$ cat src/verilog/cmpl_pkg.sv
/*
 * constants, field positions, reset values and carrier types for the
 * comparator output latch logic block.
 * assumes a single 10 MHz clock and a classic wishbone master with 32-bit data.
 */
// What this block does
// - comparator result reaches its pin only when on, pin enabled, direction bit 0
// - gate select 0 drives the timer gate from the synchronised comparator 2 result
// - gate select 1 uses the external gate pin; the bit resets to 1
// - sync enable set captures comparator 2 on the timer clock falling edge
// - sync enable clear passes comparator 2 through without capture
// - capture uses the prescaled timer clock, not the raw source
// - timer counts on rising edge, capture on falling edge, avoiding a race
// - status register bits 7 and 6 mirror both comparator results, read-only
// - reading the mirror bits has no side effect on interrupt mismatch state
// - mirror register bits 5 to 2 are unimplemented and read 0
// - latch is sampled each clock, active-high inputs; comparator 1 or pulse_set sets it
// - comparator 2 result or a pulse_reset write resets the latch
// - set and reset together leave the latch reset
// - pulse bits are set-only, fire one pulse, clear themselves; 0 ignored
// - two route bits pick one of four pin pairings
// - after reset the pins carry the raw comparator results
// - routing works whether or not the comparators are on
package cmpl_pkg;

	localparam int CLK_HZ = 10000000;
	localparam int ADR_W  = 4;

	// register byte addresses
	localparam logic [3:0] MIRROR_GATE_OFS = 4'h0;
	localparam logic [3:0] LATCH_CTRL_OFS  = 4'h4;

	// comparator_mirror_gate_control fields
	localparam int MIRROR_C1_BIT = 7;
	localparam int MIRROR_C2_BIT = 6;
	localparam int GATE_SEL_BIT  = 1;
	localparam int SYNC_EN_BIT   = 0;
	localparam logic GATE_SEL_RST = 1'b1;
	localparam logic SYNC_EN_RST  = 1'b0;

	// set_reset_latch_control fields
	localparam int ROUTE_HI_BIT = 7;
	localparam int ROUTE_LO_BIT = 6;
	localparam int C1_SET_BIT   = 5;
	localparam int C2_RST_BIT   = 4;
	localparam int PULSE_S_BIT  = 3;
	localparam int PULSE_R_BIT  = 2;
	localparam logic ROUTE_RST  = 1'b0;
	localparam logic LATCH_EN_RST = 1'b0;

	typedef struct packed {
		logic c1_out;
		logic c1_oe;
		logic c2_out;
		logic c2_oe;
	} cmpl_pins_t;

	typedef struct packed {
		logic        ack;
		logic [31:0] dat;
		logic        gate_sel;
		logic        sync_en;
		logic        route_hi;
		logic        route_lo;
		logic        c1_set_en;
		logic        c2_rst_en;
		logic        pulse_s;
		logic        pulse_r;
		logic        latch_q;
		logic        tclk_prev;
		logic        synced_c2;
		logic        gate;
		cmpl_pins_t  pins;
	} cmpl_state_t;

endpackage

$ cat src/verilog/cmpl_top.sv
/*
 * comparator output latch logic: timer gate source and comparator 2 capture,
 * mirror status register, reset-dominant set/reset latch and pin multiplexers.
 * assumes comparator results, enables and the prescaled timer clock arrive
 * synchronous to clk; the timer counter and port drivers live outside.
 */
// The address map and the Wishbone slave port were chosen for this implementation.
module cmpl_top (
	input  wire logic                     clk,
	input  wire logic                     rst_n,
	input  wire logic                     wb_cyc_i,
	input  wire logic                     wb_stb_i,
	input  wire logic                     wb_we_i,
	input  wire logic [cmpl_pkg::ADR_W-1:0] wb_adr_i,
	input  wire logic [3:0]               wb_sel_i,
	input  wire logic [31:0]              wb_dat_i,
	output logic      [31:0]              wb_dat_o,
	output logic                          wb_ack_o,
	input  wire logic                     comp1_result,
	input  wire logic                     comp2_result,
	input  wire logic                     comp1_on,
	input  wire logic                     comp2_on,
	input  wire logic                     comp1_pin_enable,
	input  wire logic                     comp2_pin_enable,
	input  wire logic [1:0]               pin_direction_bit,
	input  wire logic                     timer_clk_prescaled,
	input  wire logic                     external_gate_pin,
	output logic                          timer_gate,
	output logic                          synced_comp2_result,
	output logic                          latch_q,
	output cmpl_pkg::cmpl_pins_t          pins
);

	cmpl_pkg::cmpl_state_t s;
	cmpl_pkg::cmpl_state_t next_s;

	logic set_in;
	logic rst_in;
	logic wr_mirror;
	logic wr_latch;
	logic c1_path;
	logic c2_path;

	function automatic logic hit(input logic [cmpl_pkg::ADR_W-1:0] a, input logic [3:0] ofs);
		hit = (a == ofs);
	endfunction

	////////////////////////////////////////////////////////////////////////
	// bus access and register state

	always_comb begin
		next_s = s;
		wr_mirror = 1'b0;
		wr_latch = 1'b0;
		next_s.ack = wb_cyc_i & wb_stb_i & ~s.ack;
		next_s.dat = 32'h0;
		// pulses live for exactly one clock
		next_s.pulse_s = 1'b0;
		next_s.pulse_r = 1'b0;
		if (next_s.ack) begin
			// reads are free of side effects, mismatch state stays outside
			if (hit(wb_adr_i, cmpl_pkg::MIRROR_GATE_OFS)) begin
				next_s.dat[cmpl_pkg::MIRROR_C1_BIT] = comp1_result;
				next_s.dat[cmpl_pkg::MIRROR_C2_BIT] = comp2_result;
				next_s.dat[cmpl_pkg::GATE_SEL_BIT] = s.gate_sel;
				next_s.dat[cmpl_pkg::SYNC_EN_BIT] = s.sync_en; // bits 5..2 stay 0
			end else if (hit(wb_adr_i, cmpl_pkg::LATCH_CTRL_OFS)) begin
				next_s.dat[cmpl_pkg::ROUTE_HI_BIT] = s.route_hi;
				next_s.dat[cmpl_pkg::ROUTE_LO_BIT] = s.route_lo;
				next_s.dat[cmpl_pkg::C1_SET_BIT] = s.c1_set_en;
				next_s.dat[cmpl_pkg::C2_RST_BIT] = s.c2_rst_en;
			end
		end
		// writes commit on the edge where the master sees ack
		if (wb_cyc_i && wb_stb_i && s.ack && wb_we_i && wb_sel_i[0]) begin
			if (hit(wb_adr_i, cmpl_pkg::MIRROR_GATE_OFS)) begin
				wr_mirror = 1'b1;
			end else if (hit(wb_adr_i, cmpl_pkg::LATCH_CTRL_OFS)) begin
				wr_latch = 1'b1;
			end
		end
		if (wr_mirror) begin
			next_s.gate_sel = wb_dat_i[cmpl_pkg::GATE_SEL_BIT];
			next_s.sync_en = wb_dat_i[cmpl_pkg::SYNC_EN_BIT];
		end
		if (wr_latch) begin
			next_s.route_hi = wb_dat_i[cmpl_pkg::ROUTE_HI_BIT];
			next_s.route_lo = wb_dat_i[cmpl_pkg::ROUTE_LO_BIT];
			next_s.c1_set_en = wb_dat_i[cmpl_pkg::C1_SET_BIT];
			next_s.c2_rst_en = wb_dat_i[cmpl_pkg::C2_RST_BIT];
			// writing 0 leaves the generators idle
			next_s.pulse_s = wb_dat_i[cmpl_pkg::PULSE_S_BIT];
			next_s.pulse_r = wb_dat_i[cmpl_pkg::PULSE_R_BIT];
		end

		////////////////////////////////////////////////////////////////////
		// comparator 2 capture and timer gate

		// the timer clock input is already past the prescaler
		next_s.tclk_prev = timer_clk_prescaled;
		if (!s.sync_en) begin
			next_s.synced_c2 = comp2_result;
		end else if (s.tclk_prev && !timer_clk_prescaled) begin
			// falling edge capture; timer counts on the rising edge
			next_s.synced_c2 = comp2_result;
		end
		next_s.gate = s.gate_sel ? external_gate_pin : s.synced_c2;

		////////////////////////////////////////////////////////////////////
		// reset-dominant latch, sampled each clock rather than truly clockless

		set_in = (s.c1_set_en & comp1_result) | s.pulse_s;
		rst_in = (s.c2_rst_en & comp2_result) | s.pulse_r;
		if (rst_in) begin
			next_s.latch_q = 1'b0;
		end else if (set_in) begin
			next_s.latch_q = 1'b1;
		end

		////////////////////////////////////////////////////////////////////
		// pin multiplexers; latch paths ignore comparator enables

		c1_path = s.route_lo ? s.latch_q : comp1_result;
		c2_path = s.route_hi ? ~s.latch_q : comp2_result;
		next_s.pins.c1_out = c1_path;
		next_s.pins.c2_out = c2_path;
		next_s.pins.c1_oe = comp1_pin_enable & ~pin_direction_bit[0] & (s.route_lo | comp1_on);
		next_s.pins.c2_oe = comp2_pin_enable & ~pin_direction_bit[1] & (s.route_hi | comp2_on);
	end

	always_ff @(posedge clk or negedge rst_n) begin
		if (!rst_n) begin
			s <= '0;
			s.gate_sel <= cmpl_pkg::GATE_SEL_RST;
			s.sync_en <= cmpl_pkg::SYNC_EN_RST;
			s.route_hi <= cmpl_pkg::ROUTE_RST;
			s.route_lo <= cmpl_pkg::ROUTE_RST;
			s.c1_set_en <= cmpl_pkg::LATCH_EN_RST;
			s.c2_rst_en <= cmpl_pkg::LATCH_EN_RST;
		end else begin
			s <= next_s;
		end
	end

	assign wb_ack_o = s.ack;
	assign wb_dat_o = s.dat;
	assign timer_gate = s.gate;
	assign synced_comp2_result = s.synced_c2;
	assign latch_q = s.latch_q;
	assign pins = s.pins;

	////////////////////////////////////////////////////////////////////////
	// assertions

	a_pin1_gated: assert property (@(posedge clk) disable iff (!rst_n)
		(pin_direction_bit[0] || !comp1_pin_enable) |=> !pins.c1_oe)
		else $error("comparator 1 pin driven while direction or enable forbids");

	a_gate_from_comp: assert property (@(posedge clk) disable iff (!rst_n)
		!s.gate_sel |=> timer_gate == $past(s.synced_c2))
		else $error("timer gate does not follow synced comparator 2");

	a_gate_from_pin: assert property (@(posedge clk) disable iff (!rst_n)
		s.gate_sel |=> timer_gate == $past(external_gate_pin))
		else $error("timer gate does not follow external gate pin");

	a_sync_capture: assert property (@(posedge clk) disable iff (!rst_n)
		(s.sync_en && s.tclk_prev && !timer_clk_prescaled) |=> synced_comp2_result == $past(comp2_result))
		else $error("comparator 2 not captured on falling timer edge");

	a_sync_hold: assert property (@(posedge clk) disable iff (!rst_n)
		(s.sync_en && !(s.tclk_prev && !timer_clk_prescaled)) |=> $stable(synced_comp2_result))
		else $error("synced comparator 2 changed without a falling edge");

	a_async_pass: assert property (@(posedge clk) disable iff (!rst_n)
		!s.sync_en |=> synced_comp2_result == $past(comp2_result))
		else $error("comparator 2 not passed through");

	a_mirror_zero: assert property (@(posedge clk) disable iff (!rst_n)
		(wb_ack_o && !$past(wb_we_i)) |-> wb_dat_o[5:2] == 4'h0 || $past(wb_adr_i) != cmpl_pkg::MIRROR_GATE_OFS)
		else $error("unimplemented mirror bits read nonzero");

	a_reset_wins: assert property (@(posedge clk) disable iff (!rst_n)
		((s.pulse_r || (s.c2_rst_en && comp2_result)) && (s.pulse_s || comp1_result)) |=> !latch_q)
		else $error("latch not reset when set and reset coincide");

	a_pulse_clear: assert property (@(posedge clk) disable iff (!rst_n)
		s.pulse_s |=> !s.pulse_s && (latch_q || $past(s.pulse_r || (s.c2_rst_en && comp2_result))))
		else $error("set pulse did not clear or did not set the latch");

	a_route_lo: assert property (@(posedge clk) disable iff (!rst_n)
		s.route_lo |=> pins.c1_out == $past(s.latch_q))
		else $error("comparator 1 pin does not carry latch output");

	////////////////////////////////////////////////////////////////////////
	// pin enables and routing

	a_pin2_gated: assert property (@(posedge clk) disable iff (!rst_n)
		(pin_direction_bit[1] || !comp2_pin_enable) |=>
		!pins.c2_oe)
		else $error("comparator 2 pin driven while direction or enable forbids");

	a_pin1_off: assert property (@(posedge clk) disable iff (!rst_n)
		(!s.route_lo && !comp1_on) |=>
		!pins.c1_oe)
		else $error("comparator 1 pin driven while comparator 1 is off");

	a_pin2_off: assert property (@(posedge clk) disable iff (!rst_n)
		(!s.route_hi && !comp2_on) |=>
		!pins.c2_oe)
		else $error("comparator 2 pin driven while comparator 2 is off");

	a_pin1_drives: assert property (@(posedge clk) disable iff (!rst_n)
		(comp1_pin_enable && !pin_direction_bit[0] && comp1_on) |=>
		pins.c1_oe)
		else $error("comparator 1 pin not driven although all enables are set");

	a_pin2_drives: assert property (@(posedge clk) disable iff (!rst_n)
		(comp2_pin_enable && !pin_direction_bit[1] && comp2_on) |=>
		pins.c2_oe)
		else $error("comparator 2 pin not driven although all enables are set");

	a_latch_oe1: assert property (@(posedge clk) disable iff (!rst_n)
		(s.route_lo && comp1_pin_enable && !pin_direction_bit[0]) |=>
		pins.c1_oe)
		else $error("latch route on pin 1 blocked by comparator enable");

	a_latch_oe2: assert property (@(posedge clk) disable iff (!rst_n)
		(s.route_hi && comp2_pin_enable && !pin_direction_bit[1]) |=>
		pins.c2_oe)
		else $error("latch route on pin 2 blocked by comparator enable");

	a_route_hi: assert property (@(posedge clk) disable iff (!rst_n)
		s.route_hi |=>
		pins.c2_out == !$past(s.latch_q))
		else $error("comparator 2 pin does not carry inverted latch output");

	a_raw_c1: assert property (@(posedge clk) disable iff (!rst_n)
		!s.route_lo |=>
		pins.c1_out == $past(comp1_result))
		else $error("comparator 1 pin does not carry comparator 1 result");

	a_raw_c2: assert property (@(posedge clk) disable iff (!rst_n)
		!s.route_hi |=>
		pins.c2_out == $past(comp2_result))
		else $error("comparator 2 pin does not carry comparator 2 result");

	////////////////////////////////////////////////////////////////////////
	// state right after reset release

	a_reset_route: assert property (@(posedge clk) disable iff (!rst_n)
		$rose(rst_n) |->
		(!s.route_hi && !s.route_lo))
		else $error("routing not raw comparator results after reset");

	a_reset_gate_sel: assert property (@(posedge clk) disable iff (!rst_n)
		$rose(rst_n) |->
		(s.gate_sel && !s.sync_en))
		else $error("gate select or sync enable wrong after reset");

	a_reset_enables: assert property (@(posedge clk) disable iff (!rst_n)
		$rose(rst_n) |->
		(!s.c1_set_en && !s.c2_rst_en))
		else $error("latch comparator enables not clear after reset");

	////////////////////////////////////////////////////////////////////////
	// register reads

	a_mirror_c1: assert property (@(posedge clk) disable iff (!rst_n)
		(wb_ack_o && !$past(wb_we_i) && $past(wb_adr_i) == cmpl_pkg::MIRROR_GATE_OFS) |->
		wb_dat_o[cmpl_pkg::MIRROR_C1_BIT] == $past(comp1_result))
		else $error("mirror bit does not show comparator 1 result");

	a_mirror_c2: assert property (@(posedge clk) disable iff (!rst_n)
		(wb_ack_o && !$past(wb_we_i) && $past(wb_adr_i) == cmpl_pkg::MIRROR_GATE_OFS) |->
		wb_dat_o[cmpl_pkg::MIRROR_C2_BIT] == $past(comp2_result))
		else $error("mirror bit does not show comparator 2 result");

	a_gate_sel_read: assert property (@(posedge clk) disable iff (!rst_n)
		(wb_ack_o && !$past(wb_we_i) && $past(wb_adr_i) == cmpl_pkg::MIRROR_GATE_OFS) |->
		wb_dat_o[cmpl_pkg::GATE_SEL_BIT] == $past(s.gate_sel))
		else $error("gate select reads back wrong");

	a_latch_rd_low: assert property (@(posedge clk) disable iff (!rst_n)
		(wb_ack_o && !$past(wb_we_i) && $past(wb_adr_i) == cmpl_pkg::LATCH_CTRL_OFS) |->
		wb_dat_o[3:0] == 4'h0)
		else $error("pulse or unused latch control bits read nonzero");

	a_read_no_effect: assert property (@(posedge clk) disable iff (!rst_n)
		(wb_ack_o && !wb_we_i) |=>
		$stable(s.gate_sel) && $stable(s.sync_en) && $stable({s.route_hi, s.route_lo, s.c1_set_en, s.c2_rst_en}))
		else $error("register read changed control state");

	////////////////////////////////////////////////////////////////////////
	// latch behaviour

	a_pulse_r_clear: assert property (@(posedge clk) disable iff (!rst_n)
		s.pulse_r |=>
		(!s.pulse_r && !latch_q))
		else $error("reset pulse did not clear or did not reset the latch");

	a_comp2_resets: assert property (@(posedge clk) disable iff (!rst_n)
		(s.c2_rst_en && comp2_result) |=>
		!latch_q)
		else $error("comparator 2 did not reset the latch");

	a_comp1_sets: assert property (@(posedge clk) disable iff (!rst_n)
		(s.c1_set_en && comp1_result && !s.pulse_r && !(s.c2_rst_en && comp2_result)) |=>
		latch_q)
		else $error("comparator 1 did not set the latch");

	a_pulse_sets: assert property (@(posedge clk) disable iff (!rst_n)
		(s.pulse_s && !s.pulse_r && !(s.c2_rst_en && comp2_result)) |=>
		latch_q)
		else $error("set pulse did not set the latch");

	a_latch_hold: assert property (@(posedge clk) disable iff (!rst_n)
		(!s.pulse_s && !s.pulse_r && !(s.c1_set_en && comp1_result) && !(s.c2_rst_en && comp2_result)) |=>
		$stable(latch_q))
		else $error("latch changed with no set or reset input");

	a_set_masked: assert property (@(posedge clk) disable iff (!rst_n)
		(!s.c1_set_en && !s.pulse_s && !latch_q) |=>
		!latch_q)
		else $error("latch set while comparator 1 set path is disabled");

	a_reset_masked: assert property (@(posedge clk) disable iff (!rst_n)
		(!s.c2_rst_en && !s.pulse_r && latch_q) |=>
		latch_q)
		else $error("latch reset while comparator 2 reset path is disabled");

	////////////////////////////////////////////////////////////////////////
	// register writes and comparator 2 capture

	a_pulse_arm: assert property (@(posedge clk) disable iff (!rst_n)
		(wb_cyc_i && wb_stb_i && wb_ack_o && wb_we_i && wb_sel_i[0] && wb_adr_i == cmpl_pkg::LATCH_CTRL_OFS &&
		wb_dat_i[cmpl_pkg::PULSE_S_BIT]) |=> s.pulse_s)
		else $error("set pulse not fired by a write of one");

	a_pulse_s_idle: assert property (@(posedge clk) disable iff (!rst_n)
		!(wb_cyc_i && wb_stb_i && wb_ack_o && wb_we_i && wb_dat_i[cmpl_pkg::PULSE_S_BIT]) |=>
		!s.pulse_s)
		else $error("set pulse fired without a write of one");

	a_pulse_r_idle: assert property (@(posedge clk) disable iff (!rst_n)
		!(wb_cyc_i && wb_stb_i && wb_ack_o && wb_we_i && wb_dat_i[cmpl_pkg::PULSE_R_BIT]) |=>
		!s.pulse_r)
		else $error("reset pulse fired without a write of one");

	a_gate_sel_write: assert property (@(posedge clk) disable iff (!rst_n)
		(wb_cyc_i && wb_stb_i && wb_ack_o && wb_we_i && wb_sel_i[0] && wb_adr_i == cmpl_pkg::MIRROR_GATE_OFS) |=>
		s.gate_sel == $past(wb_dat_i[cmpl_pkg::GATE_SEL_BIT]))
		else $error("gate select write did not land");

	a_sync_en_write: assert property (@(posedge clk) disable iff (!rst_n)
		(wb_cyc_i && wb_stb_i && wb_ack_o && wb_we_i && wb_sel_i[0] && wb_adr_i == cmpl_pkg::MIRROR_GATE_OFS) |=>
		s.sync_en == $past(wb_dat_i[cmpl_pkg::SYNC_EN_BIT]))
		else $error("sync enable write did not land");

	a_route_write: assert property (@(posedge clk) disable iff (!rst_n)
		(wb_cyc_i && wb_stb_i && wb_ack_o && wb_we_i && wb_sel_i[0] && wb_adr_i == cmpl_pkg::LATCH_CTRL_OFS) |=>
		s.route_hi == $past(wb_dat_i[cmpl_pkg::ROUTE_HI_BIT]) && s.route_lo == $past(wb_dat_i[cmpl_pkg::ROUTE_LO_BIT]))
		else $error("route bits write did not land");

	a_tclk_sample: assert property (@(posedge clk) disable iff (!rst_n)
		1'b1 |=>
		s.tclk_prev == $past(timer_clk_prescaled))
		else $error("prescaled timer clock sample lost");

	a_no_rise_capture: assert property (@(posedge clk) disable iff (!rst_n)
		(s.sync_en && !s.tclk_prev && timer_clk_prescaled) |=>
		$stable(synced_comp2_result))
		else $error("comparator 2 captured on a rising timer edge");

endmodule

$ cat config.mk
export PLATFORM = sky130hd
export DESIGN_NAME = cmpl_top
export DESIGN_NICKNAME = d
export VERILOG_FILES = /design/src/verilog/cmpl_pkg.sv /design/src/verilog/cmpl_top.sv
export SDC_FILE = /design/constraint.sdc
export NUM_CORES = 1
export LEC_CHECK = 0
export ABC_AREA = 0
export BUFFER_PORTS_ARGS = -buffer_cell sky130_fd_sc_hd__buf_4
export CAP_MARGIN = 20
export CORE_MARGIN = 4
export CORE_UTILIZATION = 33
export CTS_CLUSTER_SIZE = 10
export DETAILED_ROUTE_END_ITERATION = 10
export PLACE_DENSITY_LB_ADDON = 0.2
export SYNTH_ARGS = -nofsm -noshare
export SYNTH_HDL_FRONTEND = slang
export SYNTH_SLANG_ARGS = --single-unit
$ cat constraint.sdc
create_clock -name clk -period 3.2 [get_ports clk]
set_input_delay 0.64 -clock clk [delete_from_list [all_inputs] [get_ports clk]]
set_output_delay 0.64 -clock clk [all_outputs]
set_load 0.01 [all_outputs]
==> results.txt <==
----------------------------------------------------
[Placement]
  Number of instances in the placed design ... about 180
  Pre-CTS setup slack ... 1.28 ns
  Buffers on Ports ... 41
  GPL Wtd Cong ... 0.730
  Final HPWL from detailed placement ... 1.64 mm

[Cells and area]
  Final cell count without fillers ... 179
  Highest-count cells in the layout ignoring fill and taps ... 41 x sky130_fd_sc_hd__buf_4, 26 x sky130_fd_sc_hd__conb_1, 22 x sky130_fd_sc_hd__dfrtp_1
  Area growth from synthesis to final layout ... 18.4%
  Share of layout cells above drive strength 1 ... a little under half
  Ant diodes ... 0
  Most common cell after layout, fill and taps aside ... sky130_fd_sc_hd__buf_4
  Post-layout util ... 41.0%
  Nets@finish ... 189

[Detailed routing]
  DRT iter0 DRCs ... 20
  Vias/cell ... 3.88
  Routed wirelength normalized by instance count ... 11.0 um
  Via total after detailed routing ... 694
  First-pass iteration count of the detailed router ... 4
  Final wirelength ... 1.96 mm
  Remaining routing DRC violations ... 0
  Antenna viol nets, final ... 0

[Logic synthesis]
  Number of storage elements in the synthesis netlist ... 23
  Count of flip-flops with a built-in enable after synthesis ... 0
  Share of synthesized flip-flops with an asynchronous set or reset ... 100%
  Top flip-flop cell by instance count after synthesis ... sky130_fd_sc_hd__dfrtp_1
  Distinct cell type count after synthesis ... 23
  Multiplexer share of the synthesized area ... 9.91%
  Simple-gate portion of the synthesized area ... 12.9%
  Post-Synth Adder-Cell Area ... 0%
  Main combinational cell family by area after synthesis ... buffers and inverters
  Average cell area after synthesis ... roughly 12 sq um
  Xor-xnor portion of the synthesized cell area ... 0%
  Total standard cell area after synthesis ... ~1200 sq um
  Post-synthesis cell count ... 99
  Proportion of synthesized chip area in sequential cells ... between 40% and 50%
  Number of warnings reported in the yosys synthesis log ... 0
  Synthesized-area fraction occupied by ao, oa, aoi and oai cells ... 3.41%

[Clock network]
  Number of buffers added by the clock tree synthesis step ... 3
  TritonCTS clock tree ... yes
  Number of hold-repair buffers added at the cts stage ... 0
  Buffer type at the clock tree root ... sky130_fd_sc_hd__clkbuf_4
  Clock Sinks ... 23
  Clock transition at the registers of the reported paths ... 0.12 ns
  # H-tree levels ... 1
  # resized after CTS ... 0
  Clock latency of the later-clocked register in the worst-skew pair ... 0.30 ns
  Clock buffer depth ... 2
  # Post-CTS Setup Buffers ... 0

[Global routing]
  Vias in the first global route ... 645
  Global routing usage summed across all routing layers ... 8.57%
  Largest net degree at the start of global routing ... 24
  Number of antenna violations at the first check in global routing ... 0
  Sum of overflow across all layers after global routing ... 0
  Wire length of the first global-routing pass ... around 2.8 mm

[STA]
  Relative slew slack ... a little under two thirds
  Setup TNS Final ... 0 ns
  Worst-margin pin slew ... approximately 0.54 ns
  Post-layout minimum cycle time ... roughly 1.6 ns
  Share of the cycle needed by the critical path after routing ... 49.4%
  Max Slew Vio Count ... 0
  Final clock skew ... 0.00432 ns
  Max Clk Rate ... approximately 630 MHz
  Finish-stage setup viols ... 0
  Hold Violations, Final ... 0
  Least setup slack across all paths after layout ... 1.62 ns
  RSZ-0062 raised after global routing ... false

[Die]
  Io pins ... 95
  Number of rows created at floorplan ... 21
  Initial cell density of the core ... roughly a third
  Die Height ... 67.6 um
  Die area ... 4570 sq um
  Area of the core ... 3390 sq um
  DIE WIDTH ... 67.6 um

[Worst setup path]
  WS Path Type ... in -> reg
  Required time reported for the critical path endpoint ... 3.40 ns
  Crit path capture type ... register
  CP arrival ... between 1.5 and 2 ns
  Worst setup SP type ... primary input
  Largest fanout on the critical path ... 5

[Pwr]
  Switch Pwr ... roughly 0.13 mW
  Part of the power in the clock network ... 25.1%
  Share of power burned in combinational logic ... 15.6%
  Net Sw Frac ... 25.4%
  Total power after layout ... 0.519 mW
  Leakage component of the power ... 0.757 nW
  Total internal power ... 0.387 mW
  Power density over cell area ... roughly 370 nW/um^2
  Share of power burned in registers ... around three fifths
  Largest voltage drop on the vdd net ... 0.111 mV

[Min path]
  Worst min-delay path class ... in -> async

[Run]
  Max capacitance violation total ... 0

[Run status]
  Run status ... complete, no violations

----------------------------------------------------
## Yosys cell counts, drive strengths merged, types with 2 or more instances
cell,number,area share (%)
buf,36,23
dfrtp,22,47
mux2,9,9.9
nor2,7,2.2
and3,4,2.3
inv,4,1.3
a211oi,2,1.3
a22oi,2,1.3
nand3,2,2.3
nor3b,2,1.3
## metrics by stage
step / hold slack [ns] / area (sq um)
detailed placement: 0.392 / 1360
global route: 0.195 / 1390
CTS: 0.200 / 1390
floorplan: 0.344 / 1270
finish: 0.199 / 1390
global placement: 0.392 / 1360
## power by group through the flow
stage               logic (mW)  registers, mW  clock network, mW
finish                  0.0808          0.308              0.130
global placement        0.0803          0.314                  0
global route            0.0904          0.310              0.154
detailed placement      0.0818          0.314                  0
floorplan               0.0573          0.315                  0
CTS                     0.0819          0.308              0.137
## cell families after synthesis
family                 after synthesis
buffers and inverters               40
other                                1
multiplexers                         9
flip-flops                          23
AO/OA/AOI/OAI                        6
AND/OR/NAND/NOR                     20
## registers in the layout, indices dropped and copies added, names as in the netlist
name,count
timer_gate,1
synced_comp2_result,1
wb_ack_o,1
s,9
latch_q,1
wb_dat_o,6
pins,4
## metal layers
layer | routed length (um) | GRT usage [%] | vias up
met5 | 0 | 0 | -
met4 | 34 | 6.08 | 0
met3 | 202 | 1.33 | 2
met2 | 997 | 14.2 | 40
met1 | 730 | 10.0 | 317
li1 | - | - | 335
## final cells by class
class	count	area [sq um]
clock inverters	1	5.00
repair buffers	41	308
well taps	46	57.6
flip-flops and latches	23	577
multi-input cells	61	405
fillers	338	2000
clock buffers	3	22.5
inverters	4	15.0
## worst max-delay path, cell delays in order
cell	delay [ns]
sky130_fd_sc_hd__buf_4	0.13
sky130_fd_sc_hd__nor4_2	0.53
sky130_fd_sc_hd__nand3_2	0.15
sky130_fd_sc_hd__mux2_1	0.33
## path summary, 6_finish.rpt
path,startpoint,endpoint,slack (ns),cells after the start
min,rst_n,wb_dat_o[5],0.20,1
max,wb_adr_i[1],s[14],1.62,4
min reg2reg,s[8],latch_q,0.41,1
max reg2reg,wb_ack_o,wb_dat_o[0],2.06,3
max in group asynchronous,rst_n,s[15],2.72,1
min in group clk,s[8],latch_q,0.41,1
Power figures use the tool's default switching activity.
